<file path="src/rtl/mrbps_pkg.sv">
// Package: constants and carrier types of the retry/backoff/pad-strip block
package mrbps_pkg;

    // Register byte offsets
    localparam logic [7:0] MRBPS_CTRL_OFS     = 8'h00;  // Control bits
    localparam logic [7:0] MRBPS_STAT_OFS     = 8'h04;  // Engine state, read only
    localparam logic [7:0] MRBPS_INT_STS_OFS  = 8'h08;  // Sticky events, W1C
    localparam logic [7:0] MRBPS_INT_MASK_OFS = 8'h0c;  // Interrupt enables

    // Control register field positions
    localparam int MRBPS_CTRL_WAKE_BIT   = 0;   // wake_frame_detect_en
    localparam int MRBPS_CTRL_BACKOFF_LIMIT_SEL_LSB  = 6;   // backoff_limit_sel, bits 7-6
    localparam int MRBPS_CTRL_PAD_BIT    = 8;   // rx_pad_strip_en
    localparam int MRBPS_CTRL_SINGLE_BIT = 10;  // single_attempt_sel
    localparam int MRBPS_CTRL_BROADCAST_REJECT_BIT  = 11;  // broadcast_reject

    // Writable control bits and reset values
    localparam logic [31:0] MRBPS_CTRL_WMASK = 32'h0000_0dc1;
    localparam logic [31:0] MRBPS_CTRL_RST   = 32'h0000_0000;
    localparam logic [3:0]  MRBPS_MASK_RST   = 4'h0;

    // Interrupt status bit positions
    localparam int MRBPS_INT_TXOK   = 0;  // Frame sent
    localparam int MRBPS_INT_TXERR  = 1;  // Retry error
    localparam int MRBPS_INT_WAKE   = 2;  // Wake-up frame seen
    localparam int MRBPS_INT_RXDROP = 3;  // Broadcast rejected

    // Retry and backoff figures
    localparam int          MRBPS_MAX_ATTEMPTS = 16;
    localparam logic [3:0]  MRBPS_BACKOFF_CAP  = 4'd10;
    localparam logic [3:0]  MRBPS_LFSR_BITS_00 = 4'd10;
    localparam logic [3:0]  MRBPS_LFSR_BITS_01 = 4'd8;
    localparam logic [3:0]  MRBPS_LFSR_BITS_10 = 4'd4;
    localparam logic [3:0]  MRBPS_LFSR_BITS_11 = 4'd1;
    localparam logic [9:0]  MRBPS_LFSR_SEED    = 10'h001;

    // Slot time: 512 bit times at 100 Mb/s, waited at least in full
    localparam int MRBPS_SLOT_TIME_NS  = 5120;
    localparam int MRBPS_CLK_PERIOD_NS = 50;
    localparam int MRBPS_SLOT_CYCLES   =
        (MRBPS_SLOT_TIME_NS + MRBPS_CLK_PERIOD_NS - 1) / MRBPS_CLK_PERIOD_NS;

    // Receive frame layout
    localparam logic [10:0] MRBPS_HDR_LAST_IDX = 11'd13;  // Length field low byte
    localparam logic [15:0] MRBPS_MIN_PAYLOAD  = 16'd46;

    // AXI responses
    localparam logic [1:0] MRBPS_RESP_OKAY   = 2'b00;
    localparam logic [1:0] MRBPS_RESP_SLVERR = 2'b10;

    // Transmit engine states
    typedef enum logic [1:0] {MRBPS_TX_IDLE, MRBPS_TX_ATTEMPT, MRBPS_TX_BACKOFF} mrbps_tx_st_t;

    // Bus slave state
    typedef struct packed {
        logic        awready;
        logic        wready;
        logic        aw_have;
        logic [5:0]  aw_word;
        logic        w_have;
        logic [31:0] wdata;
        logic [3:0]  wstrb;
        logic        bvalid;
        logic [1:0]  bresp;
        logic        arready;
        logic        rvalid;
        logic [31:0] rdata;
        logic [1:0]  rresp;
    } mrbps_axi_t;

    // Transmit retry and backoff state
    typedef struct packed {
        mrbps_tx_st_t st;
        logic         go;
        logic [4:0]   attempts;
        logic [9:0]   slots;
        logic [6:0]   slot_cnt;
        logic         stat_vld;
        logic         retry_err;
    } mrbps_tx_t;

    // Receive path state
    typedef struct packed {
        logic [10:0] idx;
        logic [7:0]  len_hi;
        logic [15:0] len;
        logic        len_ok;
        logic        broadcast_reject;
        logic        cut;
        logic        vld;
        logic [7:0]  data;
        logic        last;
        logic        drop;
        logic        wake;
    } mrbps_rx_t;

    // Whole state of the block
    typedef struct packed {
        mrbps_axi_t  axi;
        mrbps_tx_t   tx;
        mrbps_rx_t   rx;
        logic [31:0] ctrl;
        logic [3:0]  sts;
        logic [3:0]  mask;
        logic        irq;
        logic [9:0]  lfsr;
    } mrbps_st_t;

endpackage : mrbps_pkg

</file>
<file path="src/rtl/mrbps_top.sv">
// Top: retry/backoff, pad strip, broadcast reject, wake and registers
//
// Added by the designer: the placing of the registers and the AXI4-Lite register port.
`timescale 1ns/1ps
module mrbps_top
    import mrbps_pkg::*;
#(
    parameter int MAX_ATTEMPTS = MRBPS_MAX_ATTEMPTS,  // Tries per frame with retries allowed
    parameter int SLOT_CYCLES  = MRBPS_SLOT_CYCLES    // Clock cycles per slot time
) (
    input  wire logic        CLK_I,            // 20 MHz clock
    input  wire logic        RSTN_I,           // Synchronous reset, active low
    // AXI4-Lite slave
    input  wire logic [7:0]  S_AXI_AWADDR,
    input  wire logic        S_AXI_AWVALID,
    output logic             S_AXI_AWREADY,
    input  wire logic [31:0] S_AXI_WDATA,
    input  wire logic [3:0]  S_AXI_WSTRB,
    input  wire logic        S_AXI_WVALID,
    output logic             S_AXI_WREADY,
    output logic [1:0]       S_AXI_BRESP,
    output logic             S_AXI_BVALID,
    input  wire logic        S_AXI_BREADY,
    input  wire logic [7:0]  S_AXI_ARADDR,
    input  wire logic        S_AXI_ARVALID,
    output logic             S_AXI_ARREADY,
    output logic [31:0]      S_AXI_RDATA,
    output logic [1:0]       S_AXI_RRESP,
    output logic             S_AXI_RVALID,
    input  wire logic        S_AXI_RREADY,
    // Transmit side
    input  wire logic        TX_REQ_I,         // Frame waiting
    input  wire logic        TX_COL_I,         // Collision
    input  wire logic        TX_END_I,         // Clean end
    output logic             TX_GO_O,          // Transmit attempt in progress
    output logic             TX_STAT_VALID_O,  // Frame done, pop queue
    output logic             TX_RETRY_ERR_O,   // Status: frame abandoned
    // Receive byte stream
    input  wire logic        RX_VALID_I,
    input  wire logic [7:0]  RX_DATA_I,
    input  wire logic        RX_LAST_I,
    input  wire logic        RX_WAKE_MATCH_I,  // Wake match, with last
    output logic             RX_VALID_O,
    output logic [7:0]       RX_DATA_O,
    output logic             RX_LAST_O,
    output logic             RX_DROP_O,        // Rejected, with last
    output logic             WAKE_O,           // Wake-up event pulse
    output logic             IRQ_O             // Level interrupt
);

    // Refuse parameters the counters cannot hold
    if (MAX_ATTEMPTS < 1 || MAX_ATTEMPTS > 31) begin : g_chk_att
        $error("MAX_ATTEMPTS must lie in 1..31");
    end
    if (SLOT_CYCLES < 1 || SLOT_CYCLES > 128) begin : g_chk_slot
        $error("SLOT_CYCLES must lie in 1..128");
    end

    localparam logic [4:0] MAX_ATT = 5'(MAX_ATTEMPTS);
    localparam logic [6:0] SLOT_RELOAD = 7'(SLOT_CYCLES - 1);

    mrbps_st_t s_q;  // Registered state
    mrbps_st_t s_d;  // Next state

    // Merge a write under byte strobes
    function automatic logic [31:0] mrbps_merge(input logic [31:0] old_v,
                                                input logic [31:0] new_v,
                                                input logic [3:0]  strb);
        logic [31:0] r;
        r = old_v;
        for (int b = 0; b < 4; b++) begin
            if (strb[b]) begin
                r[8*b +: 8] = new_v[8*b +: 8];
            end
        end
        return r;
    endfunction : mrbps_merge

    // All next-state logic
    always_comb begin
        logic [31:0] wr_word;   // Merged write data
        logic [3:0]  sts_clr;   // Write-one-to-clear bits
        logic [3:0]  ev;        // Events raised this cycle
        logic [7:0]  rd_adr;    // Read byte address
        logic [4:0]  att;       // Attempts so far including this one
        logic [3:0]  k_exp;     // Backoff exponent
        logic [3:0]  lim_bits;  // Bits allowed by the limit field
        logic [3:0]  use_bits;  // Smaller of the two
        logic [10:0] mask_w;    // Random value mask
        logic        keep;      // Receive byte passes on
        logic        cut_now;   // Last kept byte of a stripped frame
        logic [15:0] len_now;   // Length field as known this byte
        logic        len_now_ok;
        logic        strip;     // Pad strip applies to this frame

        s_d = s_q;
        wr_word = '0;
        sts_clr = '0;
        ev = '0;
        rd_adr = '0;
        att = '0;
        k_exp = '0;
        lim_bits = '0;
        use_bits = '0;
        mask_w = '0;
        keep = 1'b0;
        cut_now = 1'b0;
        len_now = s_q.rx.len;
        len_now_ok = s_q.rx.len_ok;
        strip = 1'b0;

        // Pulses default low
        s_d.tx.stat_vld = 1'b0;
        s_d.tx.retry_err = 1'b0;
        s_d.rx.vld = 1'b0;
        s_d.rx.last = 1'b0;
        s_d.rx.drop = 1'b0;
        s_d.rx.wake = 1'b0;

        // Free-running LFSR, so the draw depends on when the collision lands
        s_d.lfsr = {s_q.lfsr[8:0], s_q.lfsr[9] ^ s_q.lfsr[6]};

        // Address and data taken in either order
        if (S_AXI_AWVALID && s_q.axi.awready) begin
            s_d.axi.aw_have = 1'b1;
            s_d.axi.aw_word = S_AXI_AWADDR[7:2];
        end
        if (S_AXI_WVALID && s_q.axi.wready) begin
            s_d.axi.w_have = 1'b1;
            s_d.axi.wdata = S_AXI_WDATA;
            s_d.axi.wstrb = S_AXI_WSTRB;
        end
        // Both halves held: write and answer
        if (s_q.axi.aw_have && s_q.axi.w_have) begin
            s_d.axi.aw_have = 1'b0;
            s_d.axi.w_have = 1'b0;
            s_d.axi.bvalid = 1'b1;
            s_d.axi.bresp = MRBPS_RESP_OKAY;
            unique case ({s_q.axi.aw_word, 2'b00})
                MRBPS_CTRL_OFS: begin
                    wr_word = mrbps_merge(s_q.ctrl, s_q.axi.wdata, s_q.axi.wstrb);
                    s_d.ctrl = wr_word & MRBPS_CTRL_WMASK;
                end
                MRBPS_INT_STS_OFS: begin
                    sts_clr = s_q.axi.wstrb[0] ? s_q.axi.wdata[3:0] : 4'h0;
                end
                MRBPS_INT_MASK_OFS: begin
                    if (s_q.axi.wstrb[0]) begin
                        s_d.mask = s_q.axi.wdata[3:0];
                    end
                end
                MRBPS_STAT_OFS: begin
                    // Read only, write ignored
                end
                default: begin
                    s_d.axi.bresp = MRBPS_RESP_SLVERR;  // Unmapped
                end
            endcase
        end
        if (s_q.axi.bvalid && S_AXI_BREADY) begin
            s_d.axi.bvalid = 1'b0;
        end
        // One write in flight until its response is taken
        s_d.axi.awready = ~s_d.axi.aw_have & ~s_d.axi.bvalid;
        s_d.axi.wready = ~s_d.axi.w_have & ~s_d.axi.bvalid;

        // Read channel
        if (S_AXI_ARVALID && s_q.axi.arready) begin
            rd_adr = {S_AXI_ARADDR[7:2], 2'b00};
            s_d.axi.rvalid = 1'b1;
            s_d.axi.rresp = MRBPS_RESP_OKAY;
            unique case (rd_adr)
                MRBPS_CTRL_OFS:     s_d.axi.rdata = s_q.ctrl;
                MRBPS_STAT_OFS:     s_d.axi.rdata = {5'h0, s_q.tx.slots, 9'h0,
                                                     s_q.tx.attempts, 1'b0,
                                                     s_q.tx.st};
                MRBPS_INT_STS_OFS:  s_d.axi.rdata = {28'h0, s_q.sts};
                MRBPS_INT_MASK_OFS: s_d.axi.rdata = {28'h0, s_q.mask};
                default: begin
                    s_d.axi.rdata = '0;
                    s_d.axi.rresp = MRBPS_RESP_SLVERR;
                end
            endcase
        end
        if (s_q.axi.rvalid && S_AXI_RREADY) begin
            s_d.axi.rvalid = 1'b0;
        end
        s_d.axi.arready = ~s_d.axi.rvalid;

        // Transmit retry engine
        unique case (s_q.tx.st)
            MRBPS_TX_IDLE: begin
                if (TX_REQ_I) begin
                    s_d.tx.st = MRBPS_TX_ATTEMPT;
                    s_d.tx.attempts = '0;
                end
            end
            MRBPS_TX_ATTEMPT: begin
                if (TX_COL_I) begin
                    att = s_q.tx.attempts + 5'd1;
                    s_d.tx.attempts = att;
                    if (s_q.ctrl[MRBPS_CTRL_SINGLE_BIT] || att >= MAX_ATT) begin
                        // Give up, report, move to next frame
                        s_d.tx.st = MRBPS_TX_IDLE;
                        s_d.tx.stat_vld = 1'b1;
                        s_d.tx.retry_err = 1'b1;
                        ev[MRBPS_INT_TXERR] = 1'b1;
                    end else begin
                        // Exponent is the retry count, capped
                        k_exp = (att > 5'(MRBPS_BACKOFF_CAP)) ? MRBPS_BACKOFF_CAP
                                                              : att[3:0];
                        unique case (s_q.ctrl[MRBPS_CTRL_BACKOFF_LIMIT_SEL_LSB +: 2])
                            2'b00: lim_bits = MRBPS_LFSR_BITS_00;
                            2'b01: lim_bits = MRBPS_LFSR_BITS_01;
                            2'b10: lim_bits = MRBPS_LFSR_BITS_10;
                            2'b11: lim_bits = MRBPS_LFSR_BITS_11;
                        endcase
                        use_bits = (k_exp < lim_bits) ? k_exp : lim_bits;
                        mask_w = (11'h001 << use_bits) - 11'h001;
                        s_d.tx.slots = s_q.lfsr & mask_w[9:0];
                        s_d.tx.slot_cnt = SLOT_RELOAD;
                        s_d.tx.st = MRBPS_TX_BACKOFF;
                    end
                end else if (TX_END_I) begin
                    s_d.tx.st = MRBPS_TX_IDLE;
                    s_d.tx.stat_vld = 1'b1;
                    ev[MRBPS_INT_TXOK] = 1'b1;
                end
            end
            MRBPS_TX_BACKOFF: begin
                // Count slots down, then retry
                if (s_q.tx.slots == 10'h0) begin
                    s_d.tx.st = MRBPS_TX_ATTEMPT;
                end else if (s_q.tx.slot_cnt == 7'h0) begin
                    s_d.tx.slots = s_q.tx.slots - 10'h1;
                    s_d.tx.slot_cnt = SLOT_RELOAD;
                end else begin
                    s_d.tx.slot_cnt = s_q.tx.slot_cnt - 7'h1;
                end
            end
            default: begin
                s_d.tx.st = MRBPS_TX_IDLE;
            end
        endcase
        s_d.tx.go = (s_d.tx.st == MRBPS_TX_ATTEMPT);

        // Receive path: one cycle of latency
        if (RX_VALID_I) begin
            if (s_q.rx.idx < 11'd6 && RX_DATA_I != 8'hff) begin
                s_d.rx.broadcast_reject = 1'b0;
            end
            if (s_q.rx.idx == MRBPS_HDR_LAST_IDX - 11'd1) begin
                s_d.rx.len_hi = RX_DATA_I;
            end
            if (s_q.rx.idx == MRBPS_HDR_LAST_IDX) begin
                len_now = {s_q.rx.len_hi, RX_DATA_I};
                len_now_ok = 1'b1;
                s_d.rx.len = len_now;
                s_d.rx.len_ok = 1'b1;
            end
            // Short length field: keep header and payload, drop pad and FCS
            strip = s_q.ctrl[MRBPS_CTRL_PAD_BIT] && len_now_ok
                    && (len_now < MRBPS_MIN_PAYLOAD);
            keep = ~s_q.rx.cut;
            cut_now = strip && ~s_q.rx.cut
                      && ({5'h0, s_q.rx.idx} == {5'h0, MRBPS_HDR_LAST_IDX} + len_now);
            if (cut_now) begin
                s_d.rx.cut = 1'b1;
            end
            if (keep) begin
                s_d.rx.vld = 1'b1;
                s_d.rx.data = RX_DATA_I;
                s_d.rx.last = RX_LAST_I | cut_now;
                // Reject verdict rides on the last byte
                s_d.rx.drop = (RX_LAST_I | cut_now) && s_d.rx.broadcast_reject
                              && s_q.ctrl[MRBPS_CTRL_BROADCAST_REJECT_BIT];
                ev[MRBPS_INT_RXDROP] = s_d.rx.drop;
            end
            if (s_q.rx.idx != 11'h7ff) begin
                s_d.rx.idx = s_q.rx.idx + 11'h1;
            end
            if (RX_LAST_I) begin
                // Wake matching ignores the broadcast reject setting
                s_d.rx.wake = s_q.ctrl[MRBPS_CTRL_WAKE_BIT] && RX_WAKE_MATCH_I;
                ev[MRBPS_INT_WAKE] = s_d.rx.wake;
                s_d.rx.idx = '0;
                s_d.rx.len_ok = 1'b0;
                s_d.rx.broadcast_reject = 1'b1;
                s_d.rx.cut = 1'b0;
            end
        end

        // Sticky status: set wins over clear
        s_d.sts = (s_q.sts & ~sts_clr) | ev;
        s_d.irq = |(s_d.sts & s_d.mask);
    end

    // State register
    always_ff @(posedge CLK_I) begin
        if (!RSTN_I) begin
            s_q <= '0;
            s_q.ctrl <= MRBPS_CTRL_RST;
            s_q.mask <= MRBPS_MASK_RST;
            s_q.lfsr <= MRBPS_LFSR_SEED;
            s_q.rx.broadcast_reject <= 1'b1;
            s_q.tx.st <= MRBPS_TX_IDLE;
        end else begin
            s_q <= s_d;
        end
    end

    // Outputs from the state register
    assign S_AXI_AWREADY = s_q.axi.awready;
    assign S_AXI_WREADY = s_q.axi.wready;
    assign S_AXI_BVALID = s_q.axi.bvalid;
    assign S_AXI_BRESP = s_q.axi.bresp;
    assign S_AXI_ARREADY = s_q.axi.arready;
    assign S_AXI_RVALID = s_q.axi.rvalid;
    assign S_AXI_RDATA = s_q.axi.rdata;
    assign S_AXI_RRESP = s_q.axi.rresp;
    assign TX_GO_O = s_q.tx.go;
    assign TX_STAT_VALID_O = s_q.tx.stat_vld;
    assign TX_RETRY_ERR_O = s_q.tx.retry_err;
    assign RX_VALID_O = s_q.rx.vld;
    assign RX_DATA_O = s_q.rx.data;
    assign RX_LAST_O = s_q.rx.last;
    assign RX_DROP_O = s_q.rx.drop;
    assign WAKE_O = s_q.rx.wake;
    assign IRQ_O = s_q.irq;

endmodule : mrbps_top

</file>
<file path="config.mk">
export PLATFORM = sky130hd
export DESIGN_NAME = mrbps_top
export DESIGN_NICKNAME = d
export VERILOG_FILES = /design/src/rtl/mrbps_pkg.sv /design/src/rtl/mrbps_top.sv
export SDC_FILE = /design/constraint.sdc
export NUM_CORES = 1
export LEC_CHECK = 0
export BUFFER_PORTS_ARGS = -buffer_cell sky130_fd_sc_hd__clkbuf_2
export CAP_MARGIN = 20
export CORE_MARGIN = 5
export CORE_UTILIZATION = 40
export CTS_CLUSTER_DIAMETER = 200
export DETAILED_ROUTE_END_ITERATION = 10
export PLACE_DENSITY = 0.59
export RECOVER_POWER = 25
export SLEW_MARGIN = 10
export SYNTH_ARGS = -nofsm -noshare
export SYNTH_HDL_FRONTEND = slang
export SYNTH_SLANG_ARGS = --single-unit
</file>
<file path="constraint.sdc">
create_clock -name CLK_I -period 4.31 [get_ports CLK_I]
set_clock_uncertainty 0.2 [all_clocks]
set_input_delay 0.431 -clock CLK_I [delete_from_list [all_inputs] [get_ports CLK_I]]
set_output_delay 0.431 -clock CLK_I [all_outputs]
set_load 0.02 [all_outputs]
</file>
## Yosys cells after proc, flatten, opt, wreduce, memory -nomap -nowiden

Cells that the tools add are included.

- Bits in registers: 187
- Bits of input ports: 73
- Output and inout bits: 57
- Word-level logic and storage cells: 190

- Add/subtract/negate cells: 6
- Magnitude comparators: 5
- Equal/unequal tests: 22
- Shift-type cells: 1
- Muxes and demuxes: 59
- Bitwise operators: 16
- Reductions and logical operators: 44

Operators with widths:

| kind | count |
|---|---|
| $pmux W27 S4 | 1 |
| $mux W4 | 11 |
| $mux W37 | 1 |
| $mux W35 | 1 |
| $mux W17 | 2 |
| $pmux W17 S2 | 1 |
| $mux W11 | 3 |
| $mux W16 | 2 |
| $eq A6 B2 Y1 const B | 4 |
| $eq A11 B4 Y1 const B | 2 |
| $mux W22 | 1 |
| $mux W2 | 10 |
| $sub A10 B1 Y10 const B | 2 |
| $mux W1 | 17 |
| $add A4 B16 Y16 const A | 1 |
| $eq A11 B16 Y1 | 1 |
| $lt A16 B6 Y1 const B | 1 |
| $pmux W4 S4 | 1 |
| $reduce_and A2 Y1 | 8 |
| $logic_and A1 B1 Y1 | 14 |
| $mux W7 | 2 |
| $eq A6 B1 Y1 const B | 2 |
| $logic_not A6 Y1 | 2 |
| $reduce_and A3 Y1 | 4 |
| other kinds (35) | 59 |

## Logic depth before layout (Yosys ltp)

Gate-level depths: netlist of run 1.

- Depth in word-level cells: 15
- Mapped depth: 16
- Gate-level depth less buffers: 15

## Worst setup path after synthesis of run 1

OpenSTA, ideal clock, no wires.

- Kind: register to register
- Start: reg s_q[120] (netlist name)
- End: reg s_q[116] (netlist name)
- Setup time: 132 ps
- Arrival: 3732 ps
- Data required time: 3978 ps
- Path slack: 246 ps
- Stages on the path, launching flop included: 15
- Buffers on the path: 1
- Clock period less this slack: 4064 ps
- Cell sequence: dfxtp_1 -> ha_1 -> nand3_1 -> xnor2_1 -> a211o_1 -> ha_1 -> o311a_1 -> o41ai_2 -> mux2i_1 -> or3_1 -> ha_1 -> clkbuf_1 -> a21boi_0 -> o311ai_0 -> a21oi_1

- Longest elaborated chain between the ends: 11
- Elaborated cells on any way between the ends: 15
- Classes of those cells: add/sub: 2; order compare: 3; eq/ne: 1; shift: 1; mux: 5; bitwise: 1; reduce/logical: 2

RTL lines:

| what | line | source |
|---|---|---|
| start: declaration | mrbps_top.sv:62 | `mrbps_st_t s_q;` |
| $add A5 B1 Y5 (*) | mrbps_top.sv:200 | `att = s_q.tx.attempts + 5'd1;` |
| $gt A5 B4 Y1 | mrbps_top.sv:210 | `k_exp = (att > 5'(MRBPS_BACKOFF_CAP)) ? MRBPS_BACKOFF_CAP` |
| $mux W4 | mrbps_top.sv:210 |  |
| $lt A4 B4 Y1 | mrbps_top.sv:218 | `use_bits = (k_exp < lim_bits) ? k_exp : lim_bits;` |
| $mux W4 | mrbps_top.sv:218 |  |
| $shl A1 B4 Y10 | mrbps_top.sv:219 | `mask_w = (11'h001 << use_bits) - 11'h001;` |
| $sub A10 B1 Y10 | mrbps_top.sv:219 |  |
| $and A10 B10 Y10 | mrbps_top.sv:220 | `s_d.tx.slots = s_q.lfsr & mask_w[9:0];` |
| $mux W17 | mrbps_top.sv:202 | `if (s_q.ctrl[MRBPS_CTRL_SINGLE_BIT] \|\| att >= MAX_ATT) begin` |
| $mux W22 | mrbps_top.sv:199 | `if (TX_COL_I) begin` |
| $pmux W17 S2 | mrbps_top.sv:191 | `unique case (s_q.tx.st)` |

Every way passes the cells marked *; elsewhere a longest branch is shown, timed or not. The select of a mux whose other input is x is not followed.
A chain may end at the register's enable or synchronous reset.

## Worst setup path after layout of run 1

- Start: reg s_q[121] (netlist name)
- End: reg s_q[116] (netlist name)

The elaborated chain is that of the path after synthesis.

==> flow_summary_export.csv, run 1 <==
group,metric,value,unit
global_routing,first_global_vias,6054,
route,num_vias,6642,
layout,area.growth.synth_to_final,12.7,%
route,final_antenna_net_count,0,
pwr,power.ir.vdd_worst,0.241,mV
timing,fmax,0.251,GHz
route,detail_route.wl_per_cell,16.1,µm
outcome,violations_in_the_final_reports,"max-capacitance violations, max-slew violations",
logic_synthesis,synthArstFlopShare,0,%
layout,mostFrequentLayoutCells,"149 x dfxtp_1, 132 x nand2_1, 108 x nor2_1",
logic_synthesis,syn-instance-count,938,
timing,timing.final.setup_violations,0,
clocking,cts_buffers,17,
logic_synthesis,ys_warns,0,
timing,rsz0062_at_grt,"no",
layout,num_antenna_cells,0,
route,wirelength,20.1,mm
timing,hold_violations,0,
worst_setup_path,worst-setup-path-type,"flop to flop",
global_routing,globalRoute.totalOverflow,0,
clocking,max-clock-path-buffers,2,
clocking,clkLatencyLatePin,0.43,ns
timing,timing_worst_slew_pin_value,1.83,ns
place,dpl_worst_slack,0.0834,ns
logic_synthesis,netlist-cell-type-count,81,
layout,layout.cells.non_filler,1253,
clocking,cts_num_sinks,149,
logic_synthesis,synth.ff_latch_count,149,
die,dieHeight,149,µm
die,design.portCount,130,
outcome,status,"finished, violations left",
clocking,cts_htree_levels,4,
die,initial_core_util,40.9,%
die,row_cnt,50,
timing,min_period,3.99,ns
layout,design.final.nets,1066,
global_routing,globalRouteTotalUtil,18.1,%
worst_setup_path,cp_data_arrival_time,4.13,ns
timing,timing.final.max_slew_violations,40,
die,fp.dieW,149,µm
logic_synthesis,netlist_area,7700,µm²
route,avgViaCountPerCell,5.30,
timing,layout_worst_path_cycle_share,92.5,%
clocking,clk_root_buffer_cell,"clkbuf_16",
logic_synthesis,post_synthesis_mean_instance_area,8.21,µm²
timing,max-slew-margin-rel,-22.1,%
place,port-buffer-count,87,
timing,layout_setup_ws,0.324,ns
clocking,cts_tree,"built",
hold_path,timing.hold.worst.start,"S_AXI_WDATA[6]",
timing,totalNegativeSetupSlack,0,ns
worst_setup_path,r2r_start,"s_q[121]$_SDFFE_PN0P_",
worst_setup_path,critPathLaunchType,"flop",
place,place.detailed.instances,1220,
worst_setup_path,cp.required,4.45,ns
layout,mostFrequentLayoutCell,"dfxtp_1",
worst_setup_path,cp_max_fo,10,
place,place.gp.congestion,0.880,
logic_synthesis,proportion_of_synthesized_chip_area_in_sequential_cells,38.7,%
global_routing,grt_antenna_before_repair,0,
pwr,power.static_leakage,3.42,nW
die,fp.dieArea,22100,µm²
global_routing,grt_start_max_net_pins,43,
route,dr.pass1.iters,4,
die,core_area,18800,µm²
route,dr.first_iter.drc_count,382,
pwr,cellPowerDensity,374,nW/µm²
hold_path,hold_class,"primary input to flop",
global_routing,grt_pass1_wl,32.2,mm
clocking,cts-hold-fix-buffers,0,
route,drc_violations_left,0,
place,dpl.hpwl,14.6,mm
logic_synthesis,synth-main-ff-cell,"dfxtp_1",
run,timing.max_cap.violations,1,
logic_synthesis,synth_edf_count,0,
clocking,clkSlewWorstSetupHoldPaths,0.07,ns
layout,fraction_of_final_layout_cells_with_drive_strength_greater_than_1,16.3,%
worst_setup_path,end_kind,"flop",
worst_setup_path,critPathLaunch,"s_q[121]$_SDFFE_PN0P_",
==> worst max-delay path, stage by stage, from the launching register on <==
cell,delay [ns]
dfxtp_1,0.38
ha_1,0.28
nand3_1,0.15
xnor2_1,0.22
a211o_1,0.35
ha_1,0.29
o311a_1,0.14
o41ai_4,0.39
buf_4,0.20
mux2_2,0.37
nand4_1,0.11
ha_2,0.28
a21boi_0,0.22
o311ai_1,0.14
a21oi_1,0.18
==> cells in the mapped netlist, types with 4 or more instances <==
cell	number	area, µm²
xor2_1	14	123
xnor2_1	18	158
or2_2	4	25.0
buf_4	47	353
nor4_1	14	87.6
nor3_1	16	80.1
buf_2	4	20.0
a22oi_1	17	128
a21oi_1	84	420
ha_1	13	163
or3_1	6	37.5
nand2b_1	7	43.8
o31ai_1	7	52.6
nand4_1	14	87.6
o21ai_0	22	110
clkbuf_1	33	124
nor2_1	108	405
a31oi_1	6	37.5
o211ai_1	7	52.6
nand3_1	42	210
nor2b_1	5	31.3
and3_1	7	43.8
dfxtp_1	149	2980
nand2_1	132	495
and2_1	18	113
mux2i_1	38	380
mux2_2	8	90.1
inv_1	18	67.6
==> state kept, by name, summed over array words and instances (netlist names) <==
signal / count
IRQ_O: 1
RX_DATA_O: 8
RX_DROP_O: 1
RX_LAST_O: 1
RX_VALID_O: 1
S_AXI_ARREADY: 1
S_AXI_AWREADY: 1
S_AXI_BRESP: 1
S_AXI_BVALID: 1
S_AXI_RDATA: 21
S_AXI_RRESP: 1
S_AXI_RVALID: 1
S_AXI_WREADY: 1
TX_GO_O: 1
TX_RETRY_ERR_O: 1
TX_STAT_VALID_O: 1
WAKE_O: 1
s_d: 9
s_q: 96
==> layout make-up <==
cell class                      count  area [µm²]
Fill cell                        1933       10200
Sequential cell                   149        2980
Clock inverter                     15         180
Tap cell                          260         325
Inverter                           18        68.8
Clock buffer                       17         425
Multi-Input combinational cell    691        4160
Timing Repair Buffer              103         536
==> power breakdown <==
| group | internal, mW | switching (mW) | total (mW) |
|---|---|---|---|
| logic | 0.0896 | 0.170 | 0.259 |
| clock network | 0.881 | 0.665 | 1.55 |
| registers | 1.41 | 0.0293 | 1.44 |
==> path summary, 6_finish.rpt <==
path                                               endpoint  slack, ns  depth (start not counted)
worst max register to register        s_q[116]$_SDFFE_PN0P_       0.32                         14
worst min register to register  S_AXI_RDATA[8]$_SDFFE_PN0P_       0.25                          2
worst min-delay path                  s_q[177]$_SDFFE_PN0P_       0.02                          3
worst max-delay path                  s_q[116]$_SDFFE_PN0P_       0.32                         14
==> what timing repair did <==
| action | 4_1_cts | 5_1_grt |
|---|---|---|
| setup endpoints to repair | 0 | 3 |
| buffers inserted | 0 | 1 |
| resized for setup | 0 | 4 |
==> cells by family (layout without fill, tap and decap cells) <==
kind of cell | count (synthesis) | in the layout | share of synthesized area [%]
AOI/OAI and AO/OA | 187 | 187 | 16.0
xor gates and xnor gates | 34 | 34 | 4.24
adders and majority gates | 13 | 13 | 2.11
buffers and inverters | 110 | 153 | 8.07
DFF | 149 | 149 | 38.7
muxes | 47 | 47 | 6.40
other | 1 | 13 | 0.0487
and+or+nand+nor | 397 | 397 | 24.4
==> through the flow <==
stage | power [mW] | utilization (%) | hold slack (ns) | cell area, µm²
finish | 3.25 | 46.1 | 0.0169 | 8680
global route | 3.37 | 46.1 | 0.0250 | 8680
CTS | 3.27 | 46.1 | 0.00566 | 8690
detailed placement | 1.73 | 42.9 | 0.238 | 8080
global placement | 1.73 | 42.9 | 0.242 | 8080
floorplan | 1.66 | - | 0.224 | 7750
==> routing by layer <==
layer | GRT usage (%) | routed length [µm] | up-vias
met1 | 26.8 | 10300 | 3106
li1 | - | - | 3324
met2 | 26.7 | 8440 | 190
met4 | 5.81 | 250 | 0
met3 | 3.07 | 1160 | 22
met5 | 0 | 0 | -
Power figures use the tool's default switching activity.
==> run 2: changes to the inputs <==
==> constraint.sdc (replaced) <==
create_clock -name CLK_I -period 4.31 [get_ports CLK_I]
set_clock_uncertainty 0.2 [all_clocks]
set_input_delay 0.431 -clock CLK_I [delete_from_list [all_inputs] [get_ports CLK_I]]
set_output_delay 0.431 -clock CLK_I [all_outputs]
set_load 0.005 [all_outputs]
==> run 2 against run 1 <==
  * The flow still finishes with violations (max-capacitance violations, max-slew violations)
  * Via count about the same
  * Worst hold slack got worse by 0.00067 ns
  * Register-to-register slack about the same
  * Global-route usage unchanged
  * Fmax decreased by 0.20%
  * Total power decreased by 0.58%
  * Non-clock buffer count unchanged
  * Critical endpoint unchanged
==> flow_summary_export.csv, run 2 (same netlist as run 1, synthesis figures left out) <==
group,metric,value,unit
outcome,status,"finished, violations left",
outcome,violations_in_the_final_reports,"max-capacitance violations, max-slew violations",
layout,finished_core_util,46.0,%
die,initial_core_util,40.9,%
place,port-buffer-count,87,
timing,max-slew-margin-rel,-22.4,%
worst_setup_path,cp_max_fo,10,
layout,design.final.nets,1066,
die,fp.dieW,149,µm
timing,layout_setup_ws,0.316,ns
place,detailed_place.area,8080,µm²
clocking,clkSlewWorstSetupHoldPaths,0.07,ns
clocking,cts_buffers,17,
clocking,cts-hold-fix-buffers,0,
timing,hold_violations,0,
route,num_vias,6643,
timing,timing_worst_slew_pin_value,1.84,ns
worst_setup_path,worst-setup-path-type,"flop to flop",
timing,layout_worst_path_cycle_share,92.7,%
layout,fraction_of_final_layout_cells_with_drive_strength_greater_than_1,15.4,%
route,final_antenna_net_count,0,
global_routing,first_global_vias,6054,
timing,rsz0062_at_grt,"no",
die,row_cnt,50,
route,dr.first_iter.drc_count,386,
die,dieHeight,149,µm
place,place.gp.congestion,0.880,
route,detail_route.wl_per_cell,16.1,µm
timing,fmax,0.250,GHz
pwr,total_power,3.23,mW
route,avgViaCountPerCell,5.30,
global_routing,grt_start_max_net_pins,43,
route,dr.pass1.iters,4,
timing,min_period,3.99,ns
layout,area.growth.synth_to_final,12.5,%
clocking,cts_tree,"built",
pwr,cellPowerDensity,372,nW/µm²
worst_setup_path,critPathLaunchType,"flop",
route,wirelength,20.2,mm
run,timing.max_cap.violations,1,
layout,multi_input_area,4160,µm²
global_routing,grt_pass1_wl,32.2,mm
layout,layout.cells.non_filler,1253,
global_routing,grt_antenna_before_repair,0,
worst_setup_path,cp.required,4.45,ns
timing,holdWs,0.0162,ns
die,core_area,18800,µm²
place,dpl_worst_slack,0.0834,ns
place,dpl.hpwl,14.6,mm
clocking,max-clock-path-buffers,2,
hold_path,hold_class,"primary input to flop",
pwr,power.ir.vdd_worst,0.241,mV
global_routing,globalRoute.totalOverflow,0,
place,place.detailed.instances,1220,
timing,totalNegativeSetupSlack,0,ns
layout,num_antenna_cells,0,
worst_setup_path,end_kind,"flop",
layout,design_area,8670,µm²
clocking,cts_htree_levels,4,
global_routing,globalRouteTotalUtil,18.1,%
pwr,power.static_leakage,3.39,nW
die,fp.dieArea,22100,µm²
clocking,clkLatencyLatePin,0.43,ns
layout,largest_register_ff_count,96,
layout,mostFrequentLayoutCells,"149 x dfxtp_1, 132 x nand2_1, 108 x nor2_1",
worst_setup_path,cp_data_arrival_time,4.14,ns
timing,timing.final.setup_violations,0,
clocking,cts_num_sinks,149,
clocking,clk_root_buffer_cell,"clkbuf_16",
layout,sequential_cell_area_in_the_final_layout,2980,µm²
layout,mostFrequentLayoutCell,"dfxtp_1",
route,drc_violations_left,0,
layout,top_register,"s_q",
timing,timing.final.max_slew_violations,40,
layout,final.fill_count,1939,
die,design.portCount,130,
[run 2: cell counts in the layout (fill, tap and decap cells not counted)]
No cell type changed its count.
[run 2: critical path: stages (launching register included)]
cell      delay [ns]
dfxtp_1         0.38
ha_1            0.28
nand3_1         0.15
xnor2_1         0.21
a211o_1         0.35
ha_1            0.29
o311a_1         0.14
o41ai_4         0.39
buf_4           0.20
mux2_2          0.37
nand4_1         0.11
ha_2            0.28
a21boi_0        0.22
o311ai_1        0.14
a21oi_1         0.18
[run 2: routing by layer]
metal / track usage, % / vias to the layer above / routed length (µm)
met5: 0 / - / 0
met4: 5.81 / 0 / 245
met3: 3.07 / 22 / 1040
met2: 26.7 / 169 / 8450
met1: 26.8 / 3126 / 10400
li1: - / 3326 / -
[run 2: worst paths after layout]
check	startpoint	endpoint	slack, ns	cells after the start
setup / recovery	s_q[121]$_SDFFE_PN0P_	s_q[116]$_SDFFE_PN0P_	0.32	14
hold reg to reg	S_AXI_RDATA[8]$_SDFFE_PN0P_	S_AXI_RDATA[8]$_SDFFE_PN0P_	0.25	2
setup reg to reg	s_q[121]$_SDFFE_PN0P_	s_q[116]$_SDFFE_PN0P_	0.32	14
hold / removal	S_AXI_WDATA[6]	s_q[177]$_SDFFE_PN0P_	0.02	3
[run 2: what timing repair did]
item,CTS,global route
buffers inserted,0,1
endpoints found under the setup margin,0,3
gates resized for setup,0,4
[run 2: area by class of cell]
| type | count | area share [%] |
|---|---|---|
| Clock inverter | 15 | 2.08 |
| Tap cell | 260 | 3.75 |
| Inverter | 18 | 0.794 |
| Timing Repair Buffer | 103 | 6.05 |
| Sequential cell | 149 | 34.4 |
| Clock buffer | 17 | 4.91 |
| Multi-Input combinational cell | 691 | 48.0 |
[run 2: power by group]
part	internal (mW)	leakage [nW]	switching (mW)
clock network	0.880	0.301	0.666
logic	0.0891	1.88	0.151
registers	1.41	1.21	0.0294
==> run 3: changes to the inputs <==
--- a/config.mk
+++ b/config.mk
@@ -5,13 +5,12 @@
 export SDC_FILE = /design/constraint.sdc
 export NUM_CORES = 1
 export LEC_CHECK = 0
-export BUFFER_PORTS_ARGS = -buffer_cell sky130_fd_sc_hd__clkbuf_2
+export BUFFER_PORTS_ARGS = -buffer_cell sky130_fd_sc_hd__buf_2
 export CAP_MARGIN = 20
 export CORE_MARGIN = 5
 export CORE_UTILIZATION = 40
 export CTS_CLUSTER_DIAMETER = 200
 export DETAILED_ROUTE_END_ITERATION = 10
-export PLACE_DENSITY = 0.59
 export RECOVER_POWER = 25
 export SLEW_MARGIN = 10
 export SYNTH_ARGS = -nofsm -noshare
==> run 3 against run 2 <==
  * The run now ends clean
  * Register-to-register slack hardly changed
  * Sequential power hardly changed
  * Worst hold slack better by 0.040 ns
  * Via count is 0.77% higher
  * Critical path depth stayed put
  * Wire length is 0.32% higher
  * Core utilization is 0.43 points lower
  * Sequential cell count stayed put
  * Largest power group is now registers
  * Sequential share of layout area is 0.32 points higher
  * Fmax is 0.28% higher
  * First-iteration DRC count is 83% higher
==> flow_summary_export.csv, run 3 (same netlist as run 1, synthesis figures left out) <==
group,metric,value,unit
clocking,cts_htree_levels,4,
layout,num_antenna_cells,0,
worst_setup_path,crit_path_cell_trace,"ha_1 -> nand3_1 -> xnor2_1 -> a211o_1 -> ha_1 -> o311a_1 -> o41ai_2 -> buf_4 -> mux2i_1 -> or3_1 -> ha_1 -> and3_1 -> o311ai_0 -> a21oi_1",
worst_setup_path,critical-path-top-delay-family,"compound AO/OA/AOI/OAI gates",
worst_setup_path,worst-setup-path-type,"flop to flop",
pwr,power.switching,727,µW
clocking,clkLatencyLatePin,0.42,ns
die,dieHeight,149,µm
global_routing,grt_antenna_before_repair,0,
global_routing,grt_pass1_wl,32.4,mm
clocking,cts_buffers,17,
outcome,status,"finished clean",
route,detail_route.wl_per_cell,16.2,µm
clocking,cts_setup_buffers,0,
timing,holdWs,0.0562,ns
pwr,power.ir.vdd_worst,0.204,mV
worst_setup_path,timing.critical_path.slowest_cell_delay,0.38,ns
clocking,cts_num_sinks,149,
worst_setup_path,crit_path_top_delay_cell,"dfxtp_1",
global_routing,globalRoute.totalOverflow,0,
pwr,switching_share,23.6,%
timing,hold_violations,0,
die,design.portCount,130,
clocking,clkSlewWorstSetupHoldPaths,0.06,ns
hold_path,hold_class,"primary input to flop",
clocking,cts-hold-fix-buffers,0,
timing,timing_worst_slew_pin_value,1.29,ns
place,dpl.hpwl,14.5,mm
pwr,pwr-share-clk,45.6,%
layout,area.growth.synth_to_final,11.5,%
route,dr.pass1.iters,5,
timing,max-slew-margin-rel,14.0,%
worst_setup_path,rr_worst_depth,14,
timing,rsz0062_at_grt,"no",
hold_path,holdPathStages,3,
worst_setup_path,cp_max_fo,10,
layout,fraction_of_final_layout_cells_with_drive_strength_greater_than_1,13.7,%
pwr,cell_internal_pwr,2.36,mW
worst_setup_path,end_kind,"flop",
route,wirelength,20.2,mm
place,port-buffer-count,87,
layout,largest_register_ff_count,96,
timing,layout_worst_path_cycle_share,92.4,%
worst_setup_path,cp_num_buf_inv,1,
die,fp.dieW,149,µm
timing,min_period,3.98,ns
worst_setup_path,logic_depth_of_the_worst_setup_path_including_buffers,14,
pwr,cellPowerDensity,359,nW/µm²
route,drc_violations_left,0,
die,initial_core_util,40.9,%
worst_setup_path,critPathLaunchType,"flop",
route,avgViaCountPerCell,5.37,
clocking,max-clock-path-buffers,2,
timing,timing.final.setup_violations,0,
global_routing,first_global_vias,6086,
route,dr.first_iter.drc_count,707,
global_routing,globalRouteTotalUtil,18.2,%
layout,sequential_cell_area_in_the_final_layout,2980,µm²
timing,timing.final.max_slew_violations,0,
timing,fmax,0.251,GHz
die,core_area,18800,µm²
worst_setup_path,cp.required,4.40,ns
layout,mostFrequentLayoutCell,"dfxtp_1",
pwr,power.static_leakage,3.31,nW
die,fp.dieArea,22100,µm²
run,timing.max_cap.violations,0,
pwr,power.combinational.fraction,7.6,%
clocking,cts_tree,"built",
die,row_cnt,50,
route,final_antenna_net_count,0,
layout,mostFrequentLayoutCells,"149 x dfxtp_1, 132 x nand2_1, 108 x nor2_1",
route,num_vias,6694,
layout,design.final.nets,1063,
layout,multi_input_area,4150,µm²
worst_setup_path,cp_data_arrival_time,4.07,ns
layout,final.fill_count,1903,
pwr,seq_pwr_share,46.8,%
clocking,clk_root_buffer_cell,"clkbuf_16",
global_routing,grt_start_max_net_pins,81,
timing,totalNegativeSetupSlack,0,ns
place,place.gp.congestion,0.893,
layout,top_register,"s_q",
worst_setup_path,critical_path.most_common_cell,"ha_1",
[run 3: stage by stage]
step	std cells	total power, mW	setup WS, ns	cell area, µm²	utilization [%]
3_5_place_dp	1218	1.71	0.273	8070	42.8
2_1_floorplan	950	1.64	0.246	7750	-
6_report	1246	3.09	0.327	8590	45.6
5_1_grt	1246	3.21	0.0596	8590	45.6
3_3_place_gp	1218	1.71	0.362	8070	42.8
4_1_cts	1246	3.11	0.231	8620	45.8
[run 3: path summary, 6_finish.rpt]
| check | start | to | slack [ns] |
|---|---|---|---|
| hold / removal | S_AXI_WDATA[6] | s_q[177]$_SDFFE_PN0P_ | 0.06 |
| hold reg to reg | S_AXI_RDATA[10]$_SDFFE_PN0P_ | S_AXI_RDATA[10]$_SDFFE_PN0P_ | 0.25 |
| setup reg to reg | s_q[121]$_SDFFE_PN0P_ | s_q[116]$_SDFFE_PN0P_ | 0.33 |
| setup / recovery | s_q[121]$_SDFFE_PN0P_ | s_q[116]$_SDFFE_PN0P_ | 0.33 |
[run 3: tightest hold or removal path, stage by stage]
cell     delay, ns
buf_2         0.10
nand2_1       0.05
a21oi_1       0.05
[run 3: what timing repair did]
item                                   4_1_cts  5_1_grt
resized for setup                            0        1
setup endpoints to repair                    0        2
endpoints found under the hold margin        0        0
[run 3: final cells by class]
cell class	count	share of cell area, %
multi-input cells	691	48.3
flip-flops and latches	149	34.7
inverters	18	0.801
repair buffers	100	5.97
well taps	260	3.79
clock buffers	25	5.89
clock inverters	3	0.524
[run 3: power by group through the flow]
stage	sequential [mW]	combinational, mW	clock, mW
after CTS	1.44	0.236	1.43
after global placement	1.47	0.233	0
after detailed placement	1.47	0.235	0
final	1.44	0.234	1.41
after global routing	1.45	0.264	1.50
after floorplan	1.46	0.171	0
[run 3: layer usage]
| metal | up-vias | share of wire, % | track usage, % |
|---|---|---|---|
| met1 | 3117 | 50 | 26.9 |
| met5 | - | 0 | 0 |
| met3 | 31 | 6.9 | 4.13 |
| met4 | 0 | 1.5 | 5.58 |
| li1 | 3320 | - | - |
| met2 | 226 | 42 | 26.3 |
